==> config.mk <==
export PLATFORM = sky130hd
export DESIGN_NAME = cmb_console
export DESIGN_NICKNAME = d
export VERILOG_FILES = /design/src/cmb_pkg.sv /design/src/cmb_console.sv
export SDC_FILE = /design/constraint.sdc
export NUM_CORES = 1
export LEC_CHECK = 0
export BUFFER_PORTS_ARGS = -buffer_cell sky130_fd_sc_hd__buf_2
export CAP_MARGIN = 40
export CELL_PAD_IN_SITES_DETAIL_PLACEMENT = 1
export CELL_PAD_IN_SITES_GLOBAL_PLACEMENT = 1
export CORE_ASPECT_RATIO = 1.25
export CORE_MARGIN = 1
export CORE_UTILIZATION = 41
export DETAILED_ROUTE_END_ITERATION = 16
export GPL_ROUTABILITY_DRIVEN = 0
export PLACE_DENSITY_LB_ADDON = 0.1
export SLEW_MARGIN = 20
export SYNTH_ARGS = -nofsm -noshare
export SYNTH_HDL_FRONTEND = slang
export SYNTH_SLANG_ARGS = --single-unit
export TNS_END_PERCENT = 30
==> constraint.sdc <==
create_clock -name clk -period 6.4 [get_ports clk]
set_input_delay 0.32 -clock clk [delete_from_list [all_inputs] [get_ports clk]]
set_output_delay 0.32 -clock clk [all_outputs]
set_load 0.02 [all_outputs]
==> src/cmb_pkg.sv <==
/*
  Constants, register map and carrier types for the console mailbox block.
  Assumes one clock domain shared by console software, host microcode
  and the internal-bus logic of the host.
*/
package cmb_pkg;
  localparam int unsigned AW = 4;
  localparam int unsigned DW = 16;
  localparam int unsigned IBAW = 8;
  // Register indices on the console port.
  localparam logic [AW-1:0] OFS_TO_LO = 4'h0;
  localparam logic [AW-1:0] OFS_TO_HI = 4'h1;
  localparam logic [AW-1:0] OFS_FM_LO = 4'h2;
  localparam logic [AW-1:0] OFS_FM_HI = 4'h3;
  localparam logic [AW-1:0] OFS_FLAGS = 4'h4;
  localparam logic [AW-1:0] OFS_MCR = 4'h5;
  localparam logic [AW-1:0] OFS_IBCS = 4'h6;
  localparam logic [AW-1:0] OFS_LIVE_LO = 4'h7;
  localparam logic [AW-1:0] OFS_LIVE_HI = 4'h8;
  // Flag register fields.
  localparam int unsigned FLG_TX_READY = 0;
  localparam int unsigned FLG_RX_DONE = 1;
  // Maintenance control register fields.
  localparam int unsigned MCR_CONSOLE_IO = 0;
  localparam int unsigned MCR_FREEZE = 8;
  localparam int unsigned MCR_POP_JUMP = 9;
  localparam int unsigned MCR_CONSOLE_LOOP = 10;
  // Internal-bus control/status fields.
  localparam int unsigned IBCS_WRITE = 8;
  localparam int unsigned IBCS_CYCLE = 9;
  localparam int unsigned IBCS_HOLD = 10;
  localparam int unsigned IBCS_DONE = 11;
  // Reset values and the phase-zero point.
  localparam logic [DW-1:0] ZERO16 = 16'h0000;
  localparam logic [IBAW-1:0] ZERO8 = 8'h00;
  localparam logic [1:0] PHASE_ZERO = 2'h0;

  typedef enum logic [0:0] {
    CMB_IB_IDLE = 1'b0,
    CMB_IB_BUSY = 1'b1
  } cmb_ib_state_e;

  // Request carried onto the host internal bus.
  typedef struct packed {
    logic [IBAW-1:0] addr;
    logic [2*DW-1:0] wdata;
    logic wr_stb;
    logic rd_stb;
    logic rd_en;
  } cmb_ib_req_s;
endpackage

==> src/cmb_console.sv <==
/*
  Console mailbox, microroutine launch, interrupt freeze and internal-bus
  maintenance access. Assumes host microcode, the microstack and the
  internal bus run on clk, so their signals need no synchroniser.
*/
// Added by the designer: the address-and-strobe port and the placing of the registers.
`timescale 1ns/100ps
`default_nettype none
module cmb_console
  import cmb_pkg::*;
(
  input wire logic clk,
  input wire logic sys_rst,
  input wire logic [AW-1:0] reg_addr,
  input wire logic [DW-1:0] reg_wdata,
  input wire logic reg_we,
  input wire logic reg_re,
  output logic [DW-1:0] reg_rdata,
  input wire logic host_mbx_rd,
  input wire logic host_mbx_wr,
  input wire logic [2*DW-1:0] host_mbx_wdata,
  output logic [2*DW-1:0] host_mbx_rdata,
  output logic host_tx_irq,
  output logic host_rx_irq,
  input wire logic console_loop,
  output logic pop_jump,
  input wire logic host_clk_run,
  input wire logic [1:0] clock_phase_point,
  input wire logic single_cycle_advance,
  output cmb_ib_req_s ib_req,
  input wire logic [2*DW-1:0] ib_rdata,
  input wire logic ib_ack
);
  logic [DW-1:0] to_lo_reg;
  logic [DW-1:0] to_hi_reg;
  logic [DW-1:0] fm_lo_reg;
  logic [DW-1:0] fm_hi_reg;
  logic tx_ready_reg;
  logic rx_done_reg;
  logic console_io_reg;
  logic freeze_reg;
  logic pop_jump_reg;
  logic [IBAW-1:0] ib_addr_reg;
  logic ib_write_reg;
  logic ib_cycle_reg;
  logic ib_hold_reg;
  logic ib_done_reg;
  logic ib_wr_stb_reg;
  logic ib_rd_stb_reg;
  logic tx_irq_reg;
  logic rx_irq_reg;
  logic [DW-1:0] rdata_reg;
  cmb_ib_state_e ib_state_reg;
  logic wr_to_lo, wr_to_hi, wr_flags, wr_mcr, wr_ibcs;
  logic strobe_ok, run_start, stop_write, live_en;
  logic [DW-1:0] flags_word;
  logic [DW-1:0] mcr_word;
  logic [DW-1:0] ibcs_word;

  // Write decode for the console port.
  assign wr_to_lo = reg_we && (reg_addr == OFS_TO_LO);
  assign wr_to_hi = reg_we && (reg_addr == OFS_TO_HI);
  assign wr_flags = reg_we && (reg_addr == OFS_FLAGS);
  assign wr_mcr = reg_we && (reg_addr == OFS_MCR);
  assign wr_ibcs = reg_we && (reg_addr == OFS_IBCS);

  // The live read enable is only meaningful outside phase zero.
  assign strobe_ok = (clock_phase_point != PHASE_ZERO);
  assign run_start = host_clk_run && ib_cycle_reg && (ib_state_reg == CMB_IB_IDLE);
  assign stop_write = !host_clk_run && ib_hold_reg && ib_write_reg
    && (clock_phase_point == PHASE_ZERO) && single_cycle_advance;
  // Combinational so that a phase change is seen at once.
  assign live_en = !host_clk_run && ib_hold_reg && !ib_write_reg && strobe_ok;

  // To-CPU mailbox, written only by console software.
  always_ff @(posedge clk or posedge sys_rst) begin
    if (sys_rst) begin
      to_lo_reg <= ZERO16;
      to_hi_reg <= ZERO16;
    end else begin
      if (wr_to_lo) begin
        to_lo_reg <= reg_wdata;
      end
      if (wr_to_hi) begin
        to_hi_reg <= reg_wdata;
      end
    end
  end

  // From-CPU mailbox: host load or completed running read.
  always_ff @(posedge clk or posedge sys_rst) begin
    if (sys_rst) begin
      fm_lo_reg <= ZERO16;
      fm_hi_reg <= ZERO16;
    end else if (ib_state_reg == CMB_IB_BUSY && ib_ack && !ib_write_reg) begin
      fm_lo_reg <= ib_rdata[DW-1:0];
      fm_hi_reg <= ib_rdata[2*DW-1:DW];
    end else if (host_mbx_wr) begin
      fm_lo_reg <= host_mbx_wdata[DW-1:0];
      fm_hi_reg <= host_mbx_wdata[2*DW-1:DW];
    end
  end

  // Interlock flags; a software set wins over a same-cycle host clear.
  always_ff @(posedge clk or posedge sys_rst) begin
    if (sys_rst) begin
      tx_ready_reg <= 1'b0;
      rx_done_reg <= 1'b0;
    end else begin
      if (wr_flags && reg_wdata[FLG_TX_READY]) begin
        tx_ready_reg <= 1'b1;
      end else if (wr_flags) begin
        tx_ready_reg <= 1'b0;
      end else if (host_mbx_wr) begin
        tx_ready_reg <= 1'b0;
      end
      if (wr_flags && reg_wdata[FLG_RX_DONE]) begin
        rx_done_reg <= 1'b1;
      end else if (wr_flags) begin
        rx_done_reg <= 1'b0;
      end else if (host_mbx_rd) begin
        rx_done_reg <= 1'b0;
      end
    end
  end

  // Maintenance control: mode, freeze and the pop-and-jump pulse.
  always_ff @(posedge clk or posedge sys_rst) begin
    if (sys_rst) begin
      console_io_reg <= 1'b0;
      freeze_reg <= 1'b0;
      pop_jump_reg <= 1'b0;
    end else begin
      pop_jump_reg <= wr_mcr && reg_wdata[MCR_POP_JUMP];
      if (wr_mcr) begin
        console_io_reg <= reg_wdata[MCR_CONSOLE_IO];
        freeze_reg <= reg_wdata[MCR_FREEZE];
      end
    end
  end

  // Host interrupt requests follow the flags in program I/O mode only.
  // While frozen they keep their value so software may reuse the flags.
  always_ff @(posedge clk or posedge sys_rst) begin
    if (sys_rst) begin
      tx_irq_reg <= 1'b0;
      rx_irq_reg <= 1'b0;
    end else if (!freeze_reg) begin
      tx_irq_reg <= tx_ready_reg && !console_io_reg;
      rx_irq_reg <= rx_done_reg && !console_io_reg;
    end
  end

  // Internal-bus control/status register and hold-access handling.
  always_ff @(posedge clk or posedge sys_rst) begin
    if (sys_rst) begin
      ib_addr_reg <= ZERO8;
      ib_write_reg <= 1'b0;
      ib_cycle_reg <= 1'b0;
      ib_hold_reg <= 1'b0;
      ib_done_reg <= 1'b0;
    end else begin
      if (wr_ibcs) begin
        ib_addr_reg <= reg_wdata[IBAW-1:0];
        ib_write_reg <= reg_wdata[IBCS_WRITE];
        ib_hold_reg <= reg_wdata[IBCS_HOLD];
      end else if (stop_write) begin
        ib_hold_reg <= 1'b0;
      end
      if (wr_ibcs && reg_wdata[IBCS_CYCLE]) begin
        ib_cycle_reg <= 1'b1;
        ib_done_reg <= 1'b0;
      end else if (ib_state_reg == CMB_IB_BUSY && ib_ack) begin
        ib_cycle_reg <= 1'b0;
        ib_done_reg <= 1'b1;
      end
    end
  end

  // Running-clock cycle: one strobe, then wait for the bus to answer.
  always_ff @(posedge clk or posedge sys_rst) begin
    if (sys_rst) begin
      ib_state_reg <= CMB_IB_IDLE;
    end else begin
      case (ib_state_reg)
        CMB_IB_IDLE: begin
          if (run_start) begin
            ib_state_reg <= CMB_IB_BUSY;
          end
        end
        CMB_IB_BUSY: begin
          if (ib_ack) begin
            ib_state_reg <= CMB_IB_IDLE;
          end
        end
        default: begin
          ib_state_reg <= CMB_IB_IDLE;
        end
      endcase
    end
  end

  // Bus strobes are registered one-cycle pulses.
  always_ff @(posedge clk or posedge sys_rst) begin
    if (sys_rst) begin
      ib_wr_stb_reg <= 1'b0;
      ib_rd_stb_reg <= 1'b0;
    end else begin
      ib_wr_stb_reg <= (run_start && ib_write_reg) || stop_write;
      ib_rd_stb_reg <= run_start && !ib_write_reg;
    end
  end

  // Readback words are built field by field, so reserved bits read as zero
  // and no field can slide if a position constant moves.
  always_comb begin
    flags_word = ZERO16;
    flags_word[FLG_TX_READY] = tx_ready_reg;
    flags_word[FLG_RX_DONE] = rx_done_reg;
  end

  // Maintenance control readback; the console-loop flag is read-only.
  always_comb begin
    mcr_word = ZERO16;
    mcr_word[MCR_CONSOLE_IO] = console_io_reg;
    mcr_word[MCR_FREEZE] = freeze_reg;
    mcr_word[MCR_CONSOLE_LOOP] = console_loop;
  end

  // Internal-bus control/status readback, done bit included.
  always_comb begin
    ibcs_word = ZERO16;
    ibcs_word[IBAW-1:0] = ib_addr_reg;
    ibcs_word[IBCS_WRITE] = ib_write_reg;
    ibcs_word[IBCS_CYCLE] = ib_cycle_reg;
    ibcs_word[IBCS_HOLD] = ib_hold_reg;
    ibcs_word[IBCS_DONE] = ib_done_reg;
  end

  // Read data stands in the cycle after the read strobe.
  always_ff @(posedge clk or posedge sys_rst) begin
    if (sys_rst) begin
      rdata_reg <= ZERO16;
    end else if (!reg_re) begin
      rdata_reg <= ZERO16;
    end else if (reg_addr == OFS_TO_LO) begin
      rdata_reg <= to_lo_reg;
    end else if (reg_addr == OFS_TO_HI) begin
      rdata_reg <= to_hi_reg;
    end else if (reg_addr == OFS_FM_LO) begin
      rdata_reg <= fm_lo_reg;
    end else if (reg_addr == OFS_FM_HI) begin
      rdata_reg <= fm_hi_reg;
    end else if (reg_addr == OFS_FLAGS) begin
      rdata_reg <= flags_word;
    end else if (reg_addr == OFS_MCR) begin
      rdata_reg <= mcr_word;
    end else if (reg_addr == OFS_IBCS) begin
      rdata_reg <= ibcs_word;
    end else if (reg_addr == OFS_LIVE_LO) begin
      rdata_reg <= live_en ? ib_rdata[DW-1:0] : ZERO16;
    end else if (reg_addr == OFS_LIVE_HI) begin
      rdata_reg <= live_en ? ib_rdata[2*DW-1:DW] : ZERO16;
    end else begin
      rdata_reg <= ZERO16;
    end
  end

  // Output drive. Write data always comes from the to-CPU mailbox.
  assign reg_rdata = rdata_reg;
  assign host_mbx_rdata = {to_hi_reg, to_lo_reg};
  assign host_tx_irq = tx_irq_reg;
  assign host_rx_irq = rx_irq_reg;
  assign pop_jump = pop_jump_reg;
  assign ib_req.addr = ib_addr_reg;
  assign ib_req.wdata = {to_hi_reg, to_lo_reg};
  assign ib_req.wr_stb = ib_wr_stb_reg;
  assign ib_req.rd_stb = ib_rd_stb_reg;
  assign ib_req.rd_en = live_en;

  // Checks that sit beside the logic they guard.
  AST_NO_IRQ_CONSOLE: assert property (@(posedge clk) disable iff (sys_rst)
    console_io_reg && !freeze_reg && $past(console_io_reg) && !$past(freeze_reg)
    |-> !host_tx_irq && !host_rx_irq)
    else $error("Host interrupt raised in console mode.");
  AST_POP_JUMP: assert property (@(posedge clk) disable iff (sys_rst)
    wr_mcr && reg_wdata[MCR_POP_JUMP] |=> pop_jump ##1 !pop_jump)
    else $error("Pop-and-jump pulse wrong.");
  AST_FREEZE_HOLD: assert property (@(posedge clk) disable iff (sys_rst)
    freeze_reg |=> $stable(host_tx_irq) && $stable(host_rx_irq))
    else $error("Interrupt logic moved while frozen.");
  AST_RUN_WRITE: assert property (@(posedge clk) disable iff (sys_rst)
    run_start && ib_write_reg |=> ib_req.wr_stb && ib_req.wdata == {to_hi_reg, to_lo_reg})
    else $error("Maintenance write not issued.");
  AST_RUN_READ: assert property (@(posedge clk) disable iff (sys_rst)
    ib_state_reg == CMB_IB_BUSY && ib_ack && !ib_write_reg && !wr_ibcs |=>
    {fm_hi_reg, fm_lo_reg} == $past(ib_rdata) && !ib_cycle_reg)
    else $error("Read data not captured.");
  AST_PHASE_ZERO: assert property (@(posedge clk) disable iff (sys_rst)
    clock_phase_point == PHASE_ZERO |-> !ib_req.rd_en)
    else $error("Live strobe in phase zero.");
  AST_LIVE_DATA: assert property (@(posedge clk) disable iff (sys_rst)
    reg_re && reg_addr == OFS_LIVE_LO && live_en |=> reg_rdata == $past(ib_rdata[DW-1:0]))
    else $error("Live data wrong.");
  AST_STOP_WRITE: assert property (@(posedge clk) disable iff (sys_rst)
    stop_write && !wr_ibcs |=> ib_req.wr_stb && !ib_hold_reg)
    else $error("Stopped write failed.");
  AST_RX_CLEAR: assert property (@(posedge clk) disable iff (sys_rst)
    host_mbx_rd && !wr_flags |=> !rx_done_reg)
    else $error("Receive-done not cleared.");
  AST_TX_CLEAR: assert property (@(posedge clk) disable iff (sys_rst)
    host_mbx_wr && !wr_flags |=> !tx_ready_reg)
    else $error("Transmit-ready not cleared.");
  AST_LIVE_OFF: assert property (@(posedge clk) disable iff (sys_rst)
    host_clk_run || !ib_hold_reg || ib_write_reg |-> !ib_req.rd_en)
    else $error("Live read enabled outside a stopped read.");
  AST_RUN_START: assert property (@(posedge clk) disable iff (sys_rst)
    run_start && !ib_write_reg |=> ib_req.rd_stb && !ib_req.wr_stb)
    else $error("Maintenance read not issued.");
endmodule
`default_nettype wire

==> metrics.csv, run 1 <==
stage;metric;value;unit
yosys;Syn Nets;657;
grt;vias in the first global route;5202;
power;leakage;0.003232;µW
setup_path;WS Path Type;register to output port;
floorplan;Die Span Y;132.5;µm
floorplan;Die Span X;106.4;µm
setup_path;CP max FO;14;
timing;Worst-Margin Slew;0.7617;ns
yosys;top_reg_cell synth;dfrtp_1;
clock_network;CTS Hold Buffers Added;0;
yosys;Synth Area per Inst;9.961;µm²
clock_network;clock sinks;102;
cells_and_area;most common cell after layout, fill and taps aside;buf_2;
run;Max-Cap Viols;0;
cells_and_area;fraction of layout cells with a size suffix above 1;0.3634;
setup_path;CP Data Required Time;6.08;ns
route;vias post-DR;4880;
cells_and_area;Syn-to-layout area delta;19.50;%
yosys;Mapped Cells;561;
grt;initial antenna violation count;0;
clock_network;Clock Pin Slew Worst Setup and Hold Paths;0.07;ns
clock_network;Worst-Skew Late Latency;0.35;ns
clock_network;H-tree levels;3;
grt;busiest grt layer;met2;
setup_path;R2R cell count;5;
grt;grt met3 use;0.03793;
yosys;synthesized flop and latch total;102;
timing;Setup TNS;0;ns
route;1st-pass router iterations;4;
route;DR WL/cell;21.04;µm
power;peak supply drop;0.1367;mV
yosys;Cell variety after synth;48;
floorplan;die area;14100;µm²
setup_path;crit start category;register;
cells_and_area;most frequent cells in the layout;189 x buf_2, 102 x dfrtp_1, 58 x a21oi_1;
setup_path;CP endpoint kind;output port;
grt;met1 Use GR;0.3361;
setup_path;critical path arrival;1.96;ns
min_path;Hold Crit Class;input pin to asynchronous set/reset pin;
timing;Final setup viols;0;
grt;total gr overflow;0;
run_status;status;finished clean;
floorplan;I/O Pins;190;
yosys;Yosys Warn Count;0;
timing;final slew viol count;0;
route;antenna-violating nets left;0;
timing;minimum clock period after layout;2.284;ns
grt;first-pass GRT wire length;28590;µm
timing;slew margin rel.;0.4922;
yosys;sequential share of the synthesized area;0.4568;
timing;RSZ-0062 raised after global routing;false;
yosys;cell area after synthesis;5588;µm²
clock_network;Resized Gates After CTS;0;
timing;final worst path period share;0.3568;
route;drt drc;0;
grt;pin count of the biggest net entering global routing;65;
clock_network;clk root buf;clkbuf_16;
floorplan;Cell Rows;47;
placed_design;hpwl dp;12910;µm
floorplan;Initial Util;0.4204;
floorplan;core area;13290;µm²
cells_and_area;diodes inserted;0;
grt;GR Layer Usage met2;0.4643;
placed_design;Buffers on Ports;189;
timing;Clock Skew;0.006452;ns
timing;WHS;0.04078;ns
cells_and_area;Fillers;1588;
clock_network;Setup Buffers After CTS;0;
power;power per cell area;311.8;nW/µm²
yosys;ys async rst share;1.000;
clock_network;Clock Tree Buf Depth;2;
clock_network;TritonCTS Buffers;9;
timing;hold violation count in the final report;0;
route;vias per inst;5.609;
yosys;Post-synth EDFFs;0;
route;final wirelength;18310;µm
grt;Total Routing Usage GR;0.2657;
cells_and_area;Nets;790;
route;DRC violation total after the first TritonRoute iteration;154;
clock_network;CTS tree;built;
timing;Fmax achieved;0.4379;GHz
[cells by family (layout without fill, tap and decap cells)]
kind of cell	count (synthesis)	count (layout)	share of synthesized area
compound gates	159	159	0.1666
xor+xnor	1	1	0.001568
buf+inv	82	220	0.09203
flops	102	102	0.4568
mux	84	84	0.1648
simple gates	133	133	0.1182
[per-layer routing]
metal / vias up / part of all wire / wire (µm)
met5: - / 0 / 0
met3: 27 / 0.051 / 935
met4: 0 / 0.020 / 359
met1: 2451 / 0.41 / 7531
met2: 160 / 0.52 / 9480
li1: 2242 / - / -
[synthesized netlist by cell type, types with 4 or more instances]
cell	instances	area, µm²
a21oi_1	58	290.3
buf_6	5	56.30
nand3_1	12	60.06
buf_4	40	300.3
nand2b_1	11	68.82
a22oi_1	14	105.1
nand2_1	43	161.4
o21ai_1	12	60.06
nor2_1	42	157.7
clkbuf_1	10	37.54
mux2i_1	41	410.4
buf_1	4	15.01
dfrtp_1	102	2552
o211ai_1	10	75.07
o21ai_0	32	160.2
o22ai_1	17	106.4
mux2_2	31	349.1
inv_1	8	30.03
buf_2	15	75.07
mux2_1	10	112.6
[layout make-up]
class / instances / area, µm² / area share
Clock buffer: 14 / 284.0 / 0.04253
Clock inverter: 2 / 37.54 / 0.005621
Inverter: 8 / 32.53 / 0.004872
Multi-Input combinational cell: 377 / 2526 / 0.3783
Sequential cell: 102 / 2552 / 0.3822
Tap cell: 171 / 214.0 / 0.03204
Timing Repair Buffer: 196 / 1031 / 0.1544
[worst max-delay path, cell delays in order, from the launching register on]
cell     delay [ns]
dfrtp_1        0.45
or3_1          0.66
inv_1          0.28
buf_2          0.22
[where the power goes]
part	internal [µW]	total (µW)	switching [µW]
registers	770	892	122
clock network	347	592	246
logic	232	598	366
[worst paths after layout]
check	startpoint	end	slack, ns
setup / recovery	ib_write_reg$_DFFE_PP0P_	ib_req[0]	4.12
hold / removal	sys_rst	fm_hi_reg[3]$_DFFE_PP0P_	0.04
setup reg to reg	ib_write_reg$_DFFE_PP0P_	reg_rdata[13]$_DFF_PP0_	4.27
hold reg to reg	host_tx_irq$_DFFE_PP0N_	host_tx_irq$_DFFE_PP0N_	0.48
max in group asynchronous	sys_rst	to_lo_reg[9]$_DFFE_PP0P_	5.17
min in group clk	ib_ack	ib_state_reg$_DFF_PP0_	0.20
[through the flow]
stage / setup WS [ns] / total power, µW / std cells / cell area [µm²] / util
5_1_grt: 4.035 / 2180 / 870 / 6678 / 0.5024
4_1_cts: 4.105 / 2095 / 870 / 6678 / 0.5024
6_report: 4.116 / 2082 / 870 / 6678 / 0.5024
3_3_place_gp: 3.894 / 1478 / 852 / 6306 / 0.4745
3_5_place_dp: 3.849 / 1504 / 854 / 6356 / 0.4783
2_1_floorplan: 3.405 / 1318 / 561 / 5588 / -
Note: power is estimated with default switching activity, not from simulation.
==> run 2: changes to the inputs <==
- CORE_UTILIZATION: 41 -> 34
- clock period: 6.4 -> 2 ns (I/O delays scaled with it)
==> metrics.csv, run 2 (synthesized netlist as in run 1, its figures left out) <==
stage;metric;value;unit;change
route;DR WL/cell;20.64;µm;was 21.04 µm
grt;pin count of the biggest net entering global routing;103;;was 65
route;1st-pass router iterations;4;;unchanged
floorplan;Cell Rows;52;;was 47
setup_path;WS Path Type;register to register;;was register to output port
cells_and_area;most common cell after layout, fill and taps aside;buf_2;;unchanged
grt;first-pass GRT wire length;29890;µm;was 28590 µm
setup_path;most frequent CP cell;o21ai_0;;
route;drt drc;0;;unchanged
setup_path;CP max stage delay;0.43;ns;was 0.66 ns
timing;Worst-Margin Slew;0.6575;ns;was 0.7617 ns
grt;initial antenna violation count;0;;unchanged
timing;slew margin rel.;0.5616;;was 0.4922
grt;GR Layer Usage met2;0.4027;;was 0.4643
clock_network;H-tree levels;3;;unchanged
power;P_int;4104;µW;was 1349 µW
clock_network;Clock Pin Slew Worst Setup and Hold Paths;0.07;ns;about the same
grt;busiest grt layer;met2;;unchanged
timing;final worst path period share;0.8672;;
setup_path;CP Data Required Time;2.29;ns;was 6.08 ns
power;leakage;0.003321;µW;was 0.003232 µW
timing;hold violation count in the final report;0;;unchanged
floorplan;die area;16950;µm²;was 14100 µm²
clock_network;Clock Tree Buf Depth;2;;unchanged
power;Tot Pwr;6463;µW;was 2082 µW
cells_and_area;fraction of layout cells with a size suffix above 1;0.3729;;was 0.3634
clock_network;Worst-Skew Late Latency;0.36;ns;was 0.35 ns
cells_and_area;Final Util;0.4265;;was 0.5024
cells_and_area;Nets;815;;was 790
cells_and_area;Syn-to-layout area delta;23.15;%;was 19.50%
route;final wirelength;19400;µm;was 18310 µm
power;power per cell area;939.1;nW/µm²;was 311.8 nW/µm²
min_path;WHS Endpoint;to_lo_reg[3]$_DFFE_PP0P_;;
clock_network;clock sinks;102;;unchanged
setup_path;critical path arrival;2.03;ns;was 1.96 ns
timing;Final setup viols;0;;unchanged
power;Sw Ratio;0.3650;;was 0.3522
clock_network;clk root buf;clkbuf_16;;unchanged
cells_and_area;fin cells;940;;was 870
timing;Fmax achieved;0.5766;GHz;
setup_path;R2R Setup Slk;0.27;ns;was 4.27 ns
grt;Total Routing Usage GR;0.2383;;was 0.2657
run;Max-Cap Viols;0;;unchanged
clock_network;CTS tree;built;;unchanged
placed_design;placed cells;915;;was 854
setup_path;CP max FO;5;;was 14
power;Clock Power Share;0.257;;was 0.285
setup_path;R2R cell count;6;;was 5
timing;final slew viol count;0;;unchanged
power;sw power;2359;µW;was 733.5 µW
cells_and_area;Fillers;1920;;was 1588
floorplan;core area;16140;µm²;was 13290 µm²
setup_path;Slowest cell on crit path;dfrtp_1;;was or3_1
min_path;hold depth;2;;
setup_path;reg-to-reg critical path startpoint;ib_hold_reg$_DFFE_PP0P_;;was ib_write_reg$_DFFE_PP0P_
setup_path;critical path, cell by cell;nand2b_1 > or3_1 > inv_1 > o21ai_0 > o21ai_0 > and3_1;;was or3_1 > inv_1 > buf_2
floorplan;Die Span Y;145.3;µm;was 132.5 µm
floorplan;I/O Pins;190;;unchanged
timing;Setup TNS;0;ns;unchanged
route;antenna-violating nets left;0;;unchanged
setup_path;CP endpoint kind;register;;was output port
placed_design;hpwl dp;14010;µm;was 12910 µm
min_path;Worst Hold Launch;reg_wdata[3];;
route;vias post-DR;4933;;was 4880
cells_and_area;most frequent cells in the layout;189 x buf_2, 102 x dfrtp_1, 58 x a21oi_1;;unchanged
grt;total gr overflow;0;;unchanged
setup_path;crit start category;register;;unchanged
placed_design;Buffers on Ports;189;;unchanged
floorplan;Initial Util;0.3463;;was 0.4204
run_status;status;finished clean;;unchanged
cells_and_area;diodes inserted;0;;unchanged
clock_network;Resized Gates After CTS;0;;unchanged
grt;grt met3 use;0.03457;;was 0.03793
setup_path;Setup crit start;ib_hold_reg$_DFFE_PP0P_;;was ib_write_reg$_DFFE_PP0P_
grt;vias in the first global route;5199;;was 5202
timing;RSZ-0062 raised after global routing;false;;unchanged
timing;Clock Skew;0.005885;ns;was 0.006452 ns
power;Flop pwr share;0.443;;was 0.428
power;Comb pwr share;0.300;;was 0.287
min_path;Hold Crit Class;input pin to register;;was input pin to asynchronous set/reset pin
setup_path;Worst R2R End;reg_rdata[14]$_DFF_PP0_;;was reg_rdata[13]$_DFF_PP0_
power;peak supply drop;0.3912;mV;was 0.1367 mV
floorplan;Die Span X;116.7;µm;was 106.4 µm
clock_network;TritonCTS Buffers;9;;unchanged
route;DRC violation total after the first TritonRoute iteration;231;;was 154
route;vias per inst;5.248;;was 5.609
timing;minimum clock period after layout;1.734;ns;
grt;met1 Use GR;0.3032;;was 0.3361
run 2: cell types whose count changed in the layout (fill, tap and decap cells not counted), sizes merged:
cell,before,now
buf,196,212
dlygate4sd3,0,9
clkinv,0,5
clkbuf,14,11
bufinv,1,0
inv,8,7
run 2: repair_timing:
item,CTS,global route
hold buffers,9,0
setup buffers,0,0
endpoints found under the hold margin,115,0
setup endpoints to repair,0,0
run 2: how the worst max path moves through the flow:
stage / end / slack, ns / cells after the start
after global placement: reg_rdata[8]$_DFF_PP0_ / 0.32 / 6
after floorplan: reg_rdata[2]$_DFF_PP0_ / 0.56 / 5
after detailed placement: to_lo_reg[11]$_DFFE_PP0P_ / 0.24 / 6
after global routing: reg_rdata[14]$_DFF_PP0_ / 0.12 / 5
final: reg_rdata[14]$_DFF_PP0_ / 0.27 / 6
after CTS: reg_rdata[14]$_DFF_PP0_ / 0.27 / 6
run 2: worst max-delay path, delay by kind of cell, from the launching register on:
kind	cells	cell delay [ns]
buf+inv	1	0.17
flops	1	0.43
compound gates	2	0.46
simple gates	3	0.62
run 2: cell type report:
type                            count  area, µm²  share of cell area
Sequential cell                   102       2552              0.3709
Timing Repair Buffer              221       1234              0.1793
Multi-Input combinational cell    377       2524              0.3667
Clock inverter                      5      25.02            0.003636
Tap cell                          216      270.3             0.03927
Clock buffer                       11      242.7             0.03527
Inverter                            8      33.78            0.004909
run 2: per-stage QoR:
step                      cell area, µm²  worst slack, ns  hold slack [ns]
final                               6882           0.2657          0.01027
after global routing                6882           0.1233          0.01337
after CTS                           6882           0.2674         0.003175
after detailed placement            6524           0.2415           0.3146
after global placement              6524           0.3236           0.3110
after floorplan                     5592           0.5600           0.1857
run 2: per-layer routing:
layer / vias up / wire length (µm)
li1: 2290 / -
met1: 2451 / 8193
met2: 162 / 9900
met3: 30 / 850
met4: 0 / 456
met5: - / 0
run 2: power groups by stage:
stage	Combinational, µW	Clock (µW)	Sequential [µW]
CTS	1960	1710	2870
global placement	1900	0	2890
global route	2110	1760	2920
floorplan	1210	0	3010
detailed placement	1950	0	2910
finish	1940	1660	2860
==> run 3: changes to the inputs <==
- ABC_AREA: unset -> 1
- CORE_UTILIZATION: 34 -> 32
==> metrics.csv, run 3 <==
stage;metric;value;unit;change
power;P_int;4058;µW;was 4104 µW
floorplan;Cell Rows;52;;unchanged
clock_network;CTS tree;built;;unchanged
yosys;top cells by area, synth;dfrtp_1 47%, nand2_1 11%, nand3_1 7.8%;;was dfrtp_1 46%, mux2i_1 7.3%, mux2_2 6.2%
setup_path;CP endpoint kind;output port;;was register
yosys;Mapped Cells;694;;was 561
setup_path;critical path arrival;1.64;ns;was 2.03 ns
power;sw power;2271;µW;was 2359 µW
power;leakage;0.003716;µW;was 0.003321 µW
timing;Setup TNS;0;ns;unchanged
floorplan;die area;17440;µm²;was 16950 µm²
yosys;Cell variety after synth;28;;was 48
yosys;synthesized flop and latch total;102;;unchanged
route;1st-pass router iterations;5;;was 4
cells_and_area;most frequent cells in the layout;189 x buf_2, 151 x nand2_1, 102 x dfrtp_1;;was 189 x buf_2, 102 x dfrtp_1, 58 x a21oi_1
setup_path;R2R cell count;8;;was 6
clock_network;Resized Gates After CTS;0;;unchanged
yosys;most numerous cell in the Yosys netlist;nand2_1;;was dfrtp_1
clock_network;Setup Buffers After CTS;0;;unchanged
yosys;Synth top area share;0.4716;;was 0.4568
grt;initial antenna violation count;0;;unchanged
yosys;Synth Area per Inst;7.799;µm²;was 9.961 µm²
timing;Clock Skew;0.01077;ns;was 0.005885 ns
setup_path;worst path bufs/invs;4;;was 1
power;Flop pwr share;0.435;;was 0.443
min_path;Hold Crit Class;input pin to register;;unchanged
yosys;sequential share of the synthesized area;0.4716;;was 0.4568
setup_path;CP top delay family;buffers and inverters;;was simple AND/OR/NAND/NOR gates
setup_path;Worst R2R End;reg_rdata[15]$_DFF_PP0_;;was reg_rdata[14]$_DFF_PP0_
grt;first-pass GRT wire length;30210;µm;was 29890 µm
yosys;top_reg_cell synth;dfrtp_1;;unchanged
setup_path;CP max FO;11;;was 5
yosys;Yosys Warn Count;0;;unchanged
run;Max-Cap Viols;0;;unchanged
route;DR WL/cell;17.91;µm;was 20.64 µm
floorplan;Die Span Y;147.4;µm;was 145.3 µm
cells_and_area;Nets;939;;was 815
setup_path;Setup crit start;ib_write_reg$_DFFE_PP0P_;;was ib_hold_reg$_DFFE_PP0P_
setup_path;crit start category;register;;unchanged
yosys;Syn Nets;790;;was 657
cells_and_area;Fillers;2109;;was 1920
setup_path;CP Data Required Time;1.90;ns;was 2.29 ns
timing;RSZ-0062 raised after global routing;false;;unchanged
timing;Setup WS post-layout;0.2639;ns;was 0.2657 ns
clock_network;H-tree levels;3;;unchanged
floorplan;I/O Pins;190;;unchanged
timing;minimum clock period after layout;1.736;ns;was 1.734 ns
run_status;status;finished clean;;unchanged
route;vias per inst;4.881;;was 5.248
setup_path;Critical Path Sink;ib_req[0];;was reg_rdata[14]$_DFF_PP0_
clock_network;Clock Pin Slew Worst Setup and Hold Paths;0.07;ns;about the same
yosys;cell taking the most area after synthesis;dfrtp_1;;unchanged
cells_and_area;area of the multi-input gates;2049;µm²;was 2524 µm²
timing;WHS;0.008434;ns;was 0.01027 ns
power;power per cell area;942.7;nW/µm²;was 939.1 nW/µm²
cells_and_area;Syn-to-layout area delta;24.04;%;was 23.15%
cells_and_area;diodes inserted;0;;unchanged
route;final wirelength;19040;µm;was 19400 µm
clock_network;Worst-Skew Late Latency;0.36;ns;about the same
timing;final worst path period share;0.8681;;was 0.8672
clock_network;TritonCTS Buffers;9;;unchanged
setup_path;critical path, cell by cell;inv_1 > nand3_1 > buf_4 > inv_1 > buf_2;;was nand2b_1 > or3_1 > inv_1 > o21ai_0 > o21ai_0 > and3_1
setup_path;WS Path Type;register to output port;;was register to register
power;peak supply drop;0.3969;mV;was 0.3912 mV
clock_network;Clock Tree Buf Depth;2;;unchanged
cells_and_area;fin cells;1063;;was 940
setup_path;critical path depth;5;;was 6
route;antenna-violating nets left;0;;unchanged
setup_path;most frequent CP cell;inv_1;;was o21ai_0
setup_path;Slowest cell on crit path;dfrtp_1;;unchanged
placed_design;placed cells;1042;;was 915
clock_network;clock sinks;102;;unchanged
route;vias post-DR;5189;;was 4933
timing;slew margin rel.;0.5947;;was 0.5616
route;drt drc;0;;unchanged
grt;vias in the first global route;5275;;was 5199
floorplan;Die Span X;118.3;µm;was 116.7 µm
grt;pin count of the biggest net entering global routing;103;;unchanged
power;Clock Power Share;0.290;;was 0.257
placed_design;Buffers on Ports;189;;unchanged
floorplan;core area;16400;µm²;was 16140 µm²
cells_and_area;FF/Latch Area;2552;µm²;unchanged
yosys;list of most frequent post-synthesis cells;152 x nand2_1, 102 x dfrtp_1, 97 x inv_1;;was 102 x dfrtp_1, 58 x a21oi_1, 43 x nand2_1
floorplan;Initial Util;0.3301;;was 0.3463
timing;hold violation count in the final report;0;;unchanged
setup_path;CP max stage delay;0.40;ns;was 0.43 ns
yosys;ys async rst share;1.000;;unchanged
timing;Worst-Margin Slew;0.6079;ns;was 0.6575 ns
placed_design;pre-CTS WS;0.3034;ns;was 0.2415 ns
yosys;Post-synth EDFFs;0;;unchanged
setup_path;reg-to-reg critical path startpoint;ib_write_reg$_DFFE_PP0P_;;was ib_hold_reg$_DFFE_PP0P_
timing;final slew viol count;0;;unchanged
power;Comb pwr share;0.275;;was 0.300
timing;Fmax achieved;0.5760;GHz;was 0.5766 GHz
cells_and_area;most common cell after layout, fill and taps aside;buf_2;;unchanged
grt;Total Routing Usage GR;0.2244;;was 0.2383
placed_design;hpwl dp;14390;µm;was 14010 µm
cells_and_area;fraction of layout cells with a size suffix above 1;0.2834;;was 0.3729
route;DRC violation total after the first TritonRoute iteration;288;;was 231
clock_network;clk root buf;clkbuf_16;;unchanged
power;Sw Ratio;0.3588;;was 0.3650
yosys;cell area after synthesis;5413;µm²;was 5588 µm²
grt;total gr overflow;0;;unchanged
timing;Final setup viols;0;;unchanged
setup_path;R2R Setup Slk;0.29;ns;was 0.27 ns
## run 3: cell count changes in the layout (fill, tap and decap cells not counted), sizes merged, moves of 14 or more
cell / delta
o22ai: -16
nand2: +109
nand3: +71
a22oi: -14
o211ai: +16
o21ai: +33
mux2: -41
nor2: -27
inv: +94
a21oi: -31
mux2i: -41
## run 3: through the flow
stage	util	total power, µW	area (µm²)
2_1_floorplan	-	3929	5416
3_3_place_gp	0.3871	4479	6347
3_5_place_dp	0.3871	4529	6347
4_1_cts	0.4095	6406	6714
5_1_grt	0.4095	6672	6714
6_report	0.4095	6329	6714
## run 3: timing repair
| item | 4_1_cts | 5_1_grt |
|---|---|---|
| hold buffers | 6 | 0 |
| endpoints found under the hold margin | 107 | 0 |
| endpoints found under the setup margin | 0 | 0 |
## run 3: area by class of cell
cell class,count,area share
multi-input cells,419,0.3053
flip-flops and latches,102,0.3802
clock inverters,4,0.008013
well taps,216,0.04025
clock buffers,11,0.03764
repair buffers,209,0.1711
inverters,102,0.05758
## run 3: cell families (layout without fill, tap and decap cells)
group           after synthesis  count (layout)  share of synthesized area
buf+inv                     173             326                     0.1503
compound gates              139             139                     0.1463
flops                       102             102                     0.4716
simple gates                280             280                     0.2319
## run 3: how the worst min path moves through the flow
stage | cells after the start | endpoint | slack, ns | startpoint
4_1_cts | 3 | fm_lo_reg[15]$_DFFE_PP0P_ | 0.004 | host_mbx_wdata[15]
3_5_place_dp | 3 | fm_lo_reg[12]$_DFFE_PP0P_ | 0.32 | sys_rst
2_1_floorplan | 1 | ib_state_reg$_DFF_PP0_ | 0.21 | ib_ack
6_report | 3 | fm_lo_reg[1]$_DFFE_PP0P_ | 0.008 | host_mbx_wdata[1]
5_1_grt | 3 | to_lo_reg[14]$_DFFE_PP0P_ | 0.01 | reg_wdata[14]
3_3_place_gp | 3 | fm_hi_reg[12]$_DFFE_PP0P_ | 0.31 | sys_rst
## run 3: metal layers
metal / share of wire / GRT usage / up-vias
li1: - / - / 2516
met3: 0.056 / 0.03241 / 22
met2: 0.45 / 0.3415 / 172
met4: 0.020 / 0.07692 / 0
met5: 0 / 0 / -
met1: 0.48 / 0.3254 / 2479
## run 3: worst register-to-register path, stage by stage (launching register included)
cell and delay [ns]:
dfrtp_1 0.40, inv_1 0.20, nand3_1 0.16, a21oi_1 0.32
buf_4 0.21, nand3_1 0.07, o2111ai_1 0.12, nand3_1 0.11
inv_1 0.07
## run 3: power by group through the flow
stage          Sequential [µW]  Combinational [µW]  Clock (µW)
2_1_floorplan             2900                1030           0
3_3_place_gp              2770                1710           0
3_5_place_dp              2780                1750           0
4_1_cts                   2750                1760        1890
5_1_grt                   2800                1910        1960
6_report                  2750                1740        1840
